==> src/hw/abd_pkg.sv <==
// Constants and types for the analog board address decoder
package abd_pkg;
	localparam int unsigned ADDR_W   = 12;
	localparam int unsigned DATA_W   = 8;
	localparam int unsigned APB_AW   = 8;

	// Eight-channel board: fixed bits and their values
	localparam logic [11:0] EIGHT_FIX_MASK = 12'hEC0;
	localparam logic [11:0] EIGHT_FIX_VAL  = 12'h080;
	localparam int unsigned EIGHT_CODE3_POS = 8;
	localparam int unsigned EIGHT_CODE2_POS = 5;
	localparam int unsigned EIGHT_JMP1_POS  = 4;
	localparam int unsigned EIGHT_CODE1_POS = 3;
	localparam int unsigned EIGHT_CODE0_POS = 2;
	localparam int unsigned EIGHT_RSEL_POS  = 1;
	localparam int unsigned EIGHT_JMP2_POS  = 0;

	// Eleven-channel board: fixed bits and their values
	localparam logic [11:0] ELEVEN_FIX_MASK = 12'hFF0;
	localparam logic [11:0] ELEVEN_FIX_VAL  = 12'h0C0;
	localparam int unsigned ELEVEN_CODE_POS = 2;
	localparam int unsigned ELEVEN_HIGH_POS = 1;
	localparam int unsigned ELEVEN_LOW_POS  = 0;
	localparam logic [3:0]  ELEVEN_LAST_CH  = 4'hA;

	// Register-select values
	localparam logic RSEL_CHANNEL = 1'b0;
	localparam logic RSEL_SERIAL  = 1'b1;

	// APB register offsets
	localparam logic [7:0] OFS_CTRL   = 8'h00;
	localparam logic [7:0] OFS_STATUS = 8'h04;
	localparam logic [7:0] OFS_SERIAL = 8'h08;
	localparam logic [7:0] OFS_ADDR   = 8'h0C;

	// Control fields and reset value
	localparam int unsigned CTRL_EIGHT_EN_POS  = 0;
	localparam int unsigned CTRL_ELEVEN_EN_POS = 1;
	localparam logic [1:0]  CTRL_RESET         = 2'h3;

	// Status fields
	localparam int unsigned ST_MATCH8_POS  = 0;
	localparam int unsigned ST_MATCH11_POS = 1;
	localparam int unsigned ST_RSEL_POS    = 2;
	localparam int unsigned ST_CHAN8_POS   = 4;
	localparam int unsigned ST_CHAN11_POS  = 8;
	localparam int unsigned ST_LOGIC_POS   = 16;

	// Reset values of board registers
	localparam logic [2:0] CHAN8_RESET  = 3'h0;
	localparam logic [3:0] CHAN11_RESET = 4'h0;
	localparam logic [7:0] SERIAL_RESET = 8'h00;

	// Expansion-bus request from the controller
	typedef struct packed {
		logic [11:0] addr;
		logic [7:0]  data;
		logic        addr_stb;
		logic        wr_stb;
		logic        rd_stb;
		logic        bus_reset;
	} abd_req_t;

	// Expansion-bus read answer
	typedef struct packed {
		logic [7:0] data;
		logic       oe;
	} abd_rsp_t;
endpackage : abd_pkg

==> src/hw/abd_decoder.sv <==
// Address decoder and registers for the two analog input boards
// Summary of operation
// - The eight-channel board answers only addresses 000p 10px ppRy built from its code, jumpers and select bit.
// - The eight-channel board's four-bit code is fixed by the decoder variant, one of sixteen.
// - Bit 0 of the eight-channel address is one when the second jumper pair is open, zero when fitted.
// - Bit 4 of the eight-channel address is one when the first jumper pair is open, zero when fitted.
// - On a match the select bit picks the channel register at zero and the serial control register at one.
// - The channel register routes one of eight analog inputs to the converter.
// - The second register is the serial control register for the converter link.
// - The eleven-channel board answers only addresses 0000 1100 ppxy.
// - The eleven-channel board's two-bit code is fixed by the variant, one of four.
// - Bit 1 of the eleven-channel address is one when the high jumper is open, else zero.
// - Bit 0 of the eleven-channel address is one when the low jumper is open, else zero.
//
// Chosen here: the APB slave port and the register offsets.
module abd_decoder #(
	parameter logic [3:0] EIGHT_CODE  = 4'h0,
	parameter logic [1:0] ELEVEN_CODE = 2'h0
) (
	input  wire logic              sys_clk,
	input  wire logic              sys_rst,
	input  wire abd_pkg::abd_req_t bus_req,
	output abd_pkg::abd_rsp_t      bus_rsp_ff,
	input  wire logic [1:0]        board_jumper_block_fitted,
	input  wire logic              low_id_jumper_fitted,
	input  wire logic              high_id_jumper_fitted,
	output logic [2:0]             channel_select_reg_ff,
	output logic [7:0]             serial_ctrl_reg_ff,
	output logic [3:0]             eleven_chan_ff,
	output logic                   match_eight_ff,
	output logic                   match_eleven_ff,
	input  wire logic              psel,
	input  wire logic              penable,
	input  wire logic              pwrite,
	input  wire logic [7:0]        paddr,
	input  wire logic [31:0]       pwdata,
	output logic [31:0]            prdata_ff,
	output logic                   pready_ff,
	output logic                   pslverr_ff
);

	timeunit 1ns;
	timeprecision 1ps;

	// Register offset check, used for both read and write
	function automatic logic apb_hit(input logic [7:0] a, input logic [7:0] ofs);
		apb_hit = (a == ofs);
	endfunction : apb_hit

	// Expected eight-channel address with select bit cleared
	function automatic logic [11:0] eight_addr(input logic [3:0] code, input logic [1:0] jf);
		logic [11:0] a;
		a = abd_pkg::EIGHT_FIX_VAL;
		a[abd_pkg::EIGHT_CODE3_POS] = code[3];
		a[abd_pkg::EIGHT_CODE2_POS] = code[2];
		a[abd_pkg::EIGHT_CODE1_POS] = code[1];
		a[abd_pkg::EIGHT_CODE0_POS] = code[0];
		a[abd_pkg::EIGHT_JMP1_POS]  = ~jf[0];
		a[abd_pkg::EIGHT_JMP2_POS]  = ~jf[1];
		eight_addr = a;
	endfunction : eight_addr

	logic [1:0]  ctrl_ff;
	logic [1:0]  nxt_ctrl;
	logic [11:0] last_addr_ff;
	logic [11:0] nxt_last_addr;
	logic        rsel_ff;
	logic        nxt_rsel;
	logic        nxt_match_eight;
	logic        nxt_match_eleven;
	logic [2:0]  nxt_chan8;
	logic [7:0]  nxt_serial;
	logic [3:0]  nxt_chan11;
	abd_pkg::abd_rsp_t nxt_rsp;
	logic [31:0] nxt_prdata;
	logic        nxt_pready;
	logic        nxt_pslverr;
	logic [11:0] exp8;
	logic [11:0] exp11;
	logic [11:0] addr_no_r;
	logic [5:0]  logical8;
	logic        hit8;
	logic        hit11;
	logic        apb_access;
	logic        apb_known;

	// Static address patterns
	always_comb
	begin
		exp8  = eight_addr(EIGHT_CODE, board_jumper_block_fitted);
		exp11 = abd_pkg::ELEVEN_FIX_VAL;
		exp11[abd_pkg::ELEVEN_CODE_POS +: 2] = ELEVEN_CODE;
		exp11[abd_pkg::ELEVEN_HIGH_POS]      = ~high_id_jumper_fitted;
		exp11[abd_pkg::ELEVEN_LOW_POS]       = ~low_id_jumper_fitted;
		addr_no_r = bus_req.addr;
		addr_no_r[abd_pkg::EIGHT_RSEL_POS] = 1'b0;
		hit8  = (addr_no_r == exp8) && ctrl_ff[abd_pkg::CTRL_EIGHT_EN_POS];
		hit11 = (bus_req.addr == exp11) && ctrl_ff[abd_pkg::CTRL_ELEVEN_EN_POS];
		logical8 = {EIGHT_CODE, exp8[abd_pkg::EIGHT_JMP1_POS], exp8[abd_pkg::EIGHT_JMP2_POS]};
	end

	// Expansion-bus side: address match and board registers
	always_comb
	begin
		nxt_last_addr    = last_addr_ff;
		nxt_rsel         = rsel_ff;
		nxt_match_eight  = match_eight_ff;
		nxt_match_eleven = match_eleven_ff;
		nxt_chan8        = channel_select_reg_ff;
		nxt_serial       = serial_ctrl_reg_ff;
		nxt_chan11       = eleven_chan_ff;
		nxt_rsp.data     = 8'h00;
		nxt_rsp.oe       = 1'b0;
		if (bus_req.bus_reset)
		begin
			nxt_match_eight  = 1'b0;
			nxt_match_eleven = 1'b0;
			nxt_rsel         = abd_pkg::RSEL_CHANNEL;
			nxt_chan8        = abd_pkg::CHAN8_RESET;
			nxt_serial       = abd_pkg::SERIAL_RESET;
			nxt_chan11       = abd_pkg::CHAN11_RESET;
		end
		else if (bus_req.addr_stb)
		begin
			nxt_last_addr    = bus_req.addr;
			nxt_match_eight  = hit8;
			nxt_match_eleven = hit11;
			nxt_rsel         = bus_req.addr[abd_pkg::EIGHT_RSEL_POS];
		end
		else if (bus_req.wr_stb)
		begin
			// Writes while another board is addressed are ignored
			if (match_eight_ff && rsel_ff == abd_pkg::RSEL_CHANNEL)
				nxt_chan8 = bus_req.data[2:0];
			else if (match_eight_ff && rsel_ff == abd_pkg::RSEL_SERIAL)
				nxt_serial = bus_req.data;
			else if (match_eleven_ff && bus_req.data[3:0] <= abd_pkg::ELEVEN_LAST_CH)
				nxt_chan11 = bus_req.data[3:0];
		end
		else if (bus_req.rd_stb)
		begin
			if (match_eight_ff)
			begin
				nxt_rsp.oe   = 1'b1;
				nxt_rsp.data = (rsel_ff == abd_pkg::RSEL_SERIAL) ? serial_ctrl_reg_ff
				               : {5'h00, channel_select_reg_ff};
			end
			else if (match_eleven_ff)
			begin
				nxt_rsp.oe   = 1'b1;
				nxt_rsp.data = {4'h0, eleven_chan_ff};
			end
		end
	end

	always_ff @(posedge sys_clk)
	begin
		if (sys_rst)
		begin
			last_addr_ff          <= 12'h000;
			rsel_ff               <= abd_pkg::RSEL_CHANNEL;
			match_eight_ff        <= 1'b0;
			match_eleven_ff       <= 1'b0;
			channel_select_reg_ff <= abd_pkg::CHAN8_RESET;
			serial_ctrl_reg_ff    <= abd_pkg::SERIAL_RESET;
			eleven_chan_ff        <= abd_pkg::CHAN11_RESET;
			bus_rsp_ff            <= '0;
		end
		else
		begin
			last_addr_ff          <= nxt_last_addr;
			rsel_ff               <= nxt_rsel;
			match_eight_ff        <= nxt_match_eight;
			match_eleven_ff       <= nxt_match_eleven;
			channel_select_reg_ff <= nxt_chan8;
			serial_ctrl_reg_ff    <= nxt_serial;
			eleven_chan_ff        <= nxt_chan11;
			bus_rsp_ff            <= nxt_rsp;
		end
	end

	// APB slave, one wait state
	always_comb
	begin
		apb_access  = psel && penable && !pready_ff;
		apb_known   = apb_hit(paddr, abd_pkg::OFS_CTRL) || apb_hit(paddr, abd_pkg::OFS_STATUS)
		              || apb_hit(paddr, abd_pkg::OFS_SERIAL) || apb_hit(paddr, abd_pkg::OFS_ADDR);
		nxt_ctrl    = ctrl_ff;
		nxt_prdata  = 32'h0000_0000;
		nxt_pready  = apb_access;
		nxt_pslverr = apb_access && !apb_known;
		if (apb_access && pwrite && apb_hit(paddr, abd_pkg::OFS_CTRL))
			nxt_ctrl = pwdata[1:0];
		if (apb_access && !pwrite)
		begin
			if (apb_hit(paddr, abd_pkg::OFS_CTRL))
				nxt_prdata[1:0] = ctrl_ff;
			else if (apb_hit(paddr, abd_pkg::OFS_STATUS))
			begin
				nxt_prdata[abd_pkg::ST_MATCH8_POS]       = match_eight_ff;
				nxt_prdata[abd_pkg::ST_MATCH11_POS]      = match_eleven_ff;
				nxt_prdata[abd_pkg::ST_RSEL_POS]         = rsel_ff;
				nxt_prdata[abd_pkg::ST_CHAN8_POS +: 3]   = channel_select_reg_ff;
				nxt_prdata[abd_pkg::ST_CHAN11_POS +: 4]  = eleven_chan_ff;
				nxt_prdata[abd_pkg::ST_LOGIC_POS +: 6]   = logical8;
			end
			else if (apb_hit(paddr, abd_pkg::OFS_SERIAL))
				nxt_prdata[7:0] = serial_ctrl_reg_ff;
			else if (apb_hit(paddr, abd_pkg::OFS_ADDR))
				nxt_prdata[11:0] = last_addr_ff;
		end
	end

	always_ff @(posedge sys_clk)
	begin
		if (sys_rst)
		begin
			ctrl_ff    <= abd_pkg::CTRL_RESET;
			prdata_ff  <= 32'h0000_0000;
			pready_ff  <= 1'b0;
			pslverr_ff <= 1'b0;
		end
		else
		begin
			ctrl_ff    <= nxt_ctrl;
			prdata_ff  <= nxt_prdata;
			pready_ff  <= nxt_pready;
			pslverr_ff <= nxt_pslverr;
		end
	end

endmodule : abd_decoder

==> config.mk <==
export PLATFORM = sky130hd
export DESIGN_NAME = abd_decoder
export DESIGN_NICKNAME = d
export VERILOG_FILES = /design/src/hw/abd_pkg.sv /design/src/hw/abd_decoder.sv
export SDC_FILE = /design/constraint.sdc
export NUM_CORES = 1
export LEC_CHECK = 0
export ABC_AREA = 1
export BUFFER_PORTS_ARGS = -buffer_cell sky130_fd_sc_hd__buf_4
export CORE_MARGIN = 1
export CORE_UTILIZATION = 36
export CTS_BUF_LIST = sky130_fd_sc_hd__clkbuf_8
export CTS_CLUSTER_SIZE = 12
export DETAILED_ROUTE_END_ITERATION = 6
export PLACE_DENSITY = 0.66
export REMOVE_ABC_BUFFERS = 1
export SLEW_MARGIN = 30
export SYNTH_ARGS = -nofsm -noshare
export SYNTH_HDL_FRONTEND = slang
export SYNTH_SLANG_ARGS = --single-unit
==> constraint.sdc <==
create_clock -name sys_clk -period 2.2 [get_ports sys_clk]
set_input_delay 0.11 -clock sys_clk [delete_from_list [all_inputs] [get_ports sys_clk]]
set_output_delay 0.11 -clock sys_clk [all_outputs]
set_load 0.03 [all_outputs]
==> impl_metrics.csv <==
group,metric,value,unit
clock_network,clkTransAtPathRegs,0.06,ns
timing,tns,0,ns
yosys,synth_cells,363,
detailed_routing,drtAntennaViolNets,0,
hold_path,min_path_cells,3,
critical_path,cp-end-kind,"flop",
detailed_routing,via_per_inst,4.50,
cells_and_area,diodes,0,
critical_path,reg2reg_depth,6,
placement,io_buffers,84,
timing,slew_violations,0,
yosys,synth_top_cell_area_share,0.441,
critical_path,cp_max_fo,13,
pwr,power_per_cell_area,636,nW/um2
critical_path,cp_slowest_cell,"dfxtp_1",
pwr,ir_drop,0.376,mV
pwr,p_int,1.65,mW
yosys,synth_most_common_cell,"nand2_1",
placement,dp_slack,0.564,ns
die,initial_core_util,0.377,
yosys,ys_seq_area_frac,0.441,
critical_path,arrival,1.70,ns
timing,finalHoldViolations,0,
pwr,power_frac_seq,0.482,
yosys,synthFlopType,"dfxtp_1",
detailed_routing,wirelength,6640,um
yosys,synth_cell_types,27,
clock_network,clock_latency,0.33,ns
pwr,switchingPower,539,uW
grt,grt_max_degree,17,
timing,min_period,1.44,ns
yosys,syn_avg_cell_area,7.13,um2
clock_network,numCtsBuffers,9,
detailed_routing,drt-wirelength-per-cell,12.0,um
detailed_routing,drtIter0Drc,198,
die,rows,30,
cells_and_area,multi_input_area,1130,um2
placement,dp_hpwl,5110,um
clock_network,clk_path_buf_depth,2,
timing,rsz0062_at_grt,"false",
clock_network,clock_sinks,57,
detailed_routing,met1_length,3040,um
clock_network,cts_tree,"done",
timing,holdWs,0.0247,ns
cells_and_area,nets,526,
timing,final.setup_skew,0.00436,ns
detailed_routing,vias,2492,
job,maxCapViolCount,0,
die,num_io_pins,133,
timing,post-route-period-util,0.654,
die,die_area,7530,um2
yosys,ys_ff_latch,57,
detailed_routing,drt_first_pass_iters,4,
clock_network,ctsResizeCount,0,
timing,relSlewSlack,0.550,
grt,grt_pass1_vias,2292,
die,fp.coreArea,6870,um2
critical_path,worst_ep_required_time,2.46,ns
detailed_routing,wl_met2,3120,um
placement,globalplace.congestion,0.858,
pwr,combPwrFrac,0.098,
cells_and_area,fillers,711,
detailed_routing,drc,0,
yosys,yosys-top-cells-count,"64 x nand2_1, 60 x nor2_1, 57 x dfxtp_1",
clock_network,cts_max_level,3,
timing,fmax,0.695,GHz
clock_network,postCtsSetupBuffers,0,
timing,setup_ws,0.761,ns
timing,finalSetupViolCount,0,
grt,globalRouteOverflowTotal,0,
clock_network,clockRootBuffer,"clkbuf_8",
cells_and_area,drive_above_1_share,0.258,
die,die_w,86.8,um
die,die_h,86.8,um
pwr,switching_share,0.246,
grt,grt_pass1_wl,10600,um
timing,worstMarginPinSlew,0.672,ns
critical_path,startpoint_type,"flop",
critical_path,crit_type,"flop to flop",
pwr,leakage,1.71,nW
cells_and_area,areaGrowthSynthToFinish,33.3,%
critical_path,cpPeakStageDelay,0.42,ns
yosys,yosys_warnings,0,
clock_network,cts_hold_buffers,2,
hold_path,holdCritPathClass,"input port to flop",
critical_path,worstPathCellList,"nand2_1, inv_1, nand2_1, inv_1, o21ai_0, a21oi_1",
yosys,synth_edf_count,0,
yosys,synthTopCellsByArea,"dfxtp_1 44%, nand2_1 9.3%, nor2_1 8.7%",
cells_and_area,regArea,1140,um2
grt,gr-usage-all-layers,0.186,
detailed_routing,top_layer,"met4",
detailed_routing,route.met3.wl,430,um
yosys,synth_area,2590,um2
yosys,async_flop_share,0,
grt,antenna_found_initial,0,
yosys,yosysTopAreaCell,"dfxtp_1",
pwr,clock_power_share,0.420,
outcome,status,"completed",
[state kept, by name, indices dropped and copies added, names as in the netlist]
| register | cells |
|---|---|
| bus_rsp_ff | 9 |
| ctrl_ff | 2 |
| last_addr_ff | 12 |
| match_eight_ff | 1 |
| pready_ff | 1 |
| prdata_ff | 14 |
| eleven_chan_ff | 4 |
| rsel_ff | 1 |
| channel_select_reg_ff | 3 |
| serial_ctrl_reg_ff | 8 |
| pslverr_ff | 1 |
| match_eleven_ff | 1 |
[logic make-up after synthesis]
| logic type | count (synthesis) | share of synthesized area |
|---|---|---|
| flip-flops | 57 | 0.441 |
| XOR/XNOR | 1 | 0.00339 |
| other | 1 | 0.00145 |
| buffers and inverters | 77 | 0.145 |
| AND/OR/NAND/NOR | 172 | 0.298 |
| AO/OA/AOI/OAI | 55 | 0.111 |
[per-stage QoR]
stage	cell area [um2]	util	total power, mW	cells
2_1_floorplan	2470	-	1.19	354
3_3_place_gp	3240	0.471	1.29	536
3_5_place_dp	3240	0.471	1.29	536
4_1_cts	3450	0.502	2.22	554
5_1_grt	3450	0.502	2.30	554
6_report	3450	0.502	2.19	554
[power by group through the flow]
stage          Combinational [mW]  Sequential, mW  Clock, mW
2_1_floorplan               0.114            1.08          0
3_3_place_gp                0.208            1.08          0
3_5_place_dp                0.211            1.08          0
4_1_cts                     0.214            1.06      0.947
5_1_grt                     0.235            1.06       1.01
6_report                    0.214            1.06      0.922
[critical path, delay by kind of cell (launching register included)]
kind                   cells  cell delay (ns)
and+or+nand+nor            2             0.39
buffers and inverters      2             0.36
DFF                        1             0.42
AOI/OAI and AO/OA          2             0.21
[path summary, 6_finish.rpt]
check,from,to,slack [ns]
max,match_eight_ff,serial_ctrl_reg_ff[2],0.76
min,bus_req[15],last_addr_ff[3],0.02
max reg2reg,match_eight_ff,serial_ctrl_reg_ff[2],0.76
min reg2reg,ctrl_ff[1],ctrl_ff[1],0.46
[cell type report]
type                            instances  area share
Timing Repair Buffer                   88       0.193
Tap cell                               96      0.0348
Clock inverter                          3     0.00399
Clock buffer                           13      0.0519
Inverter                               51      0.0562
Sequential cell                        57       0.331
Multi-Input combinational cell        246       0.329
[cells in the final DEF, fill, tap and decap left out, types with 2 or more instances in the layout]
master | synthesis | final
o21ai_0 | 30 | 30
dlygate4sd3_1 | 0 | 2
nand2_2 | 3 | 3
a21oi_1 | 20 | 20
o211ai_1 | 2 | 2
nand2_4 | 2 | 2
nor2_1 | 60 | 60
nand4_1 | 6 | 6
buf_4 | 21 | 86
nand3_1 | 24 | 24
nand2_1 | 64 | 64
dfxtp_1 | 57 | 57
conb_1 | 1 | 18
clkbuf_8 | 0 | 13
inv_1 | 49 | 50
clkinv_2 | 0 | 2
nor3_1 | 3 | 3
nor2_2 | 4 | 4
nor2_4 | 4 | 4
[metal layers]
metal / vias up / global-route usage
met4: 0 / 0.0667
met5: - / 0
met3: 4 / 0.0524
met2: 84 / 0.292
li1: 1281 / -
met1: 1123 / 0.244
No activity file was read; power rests on OpenSTA's default activity.
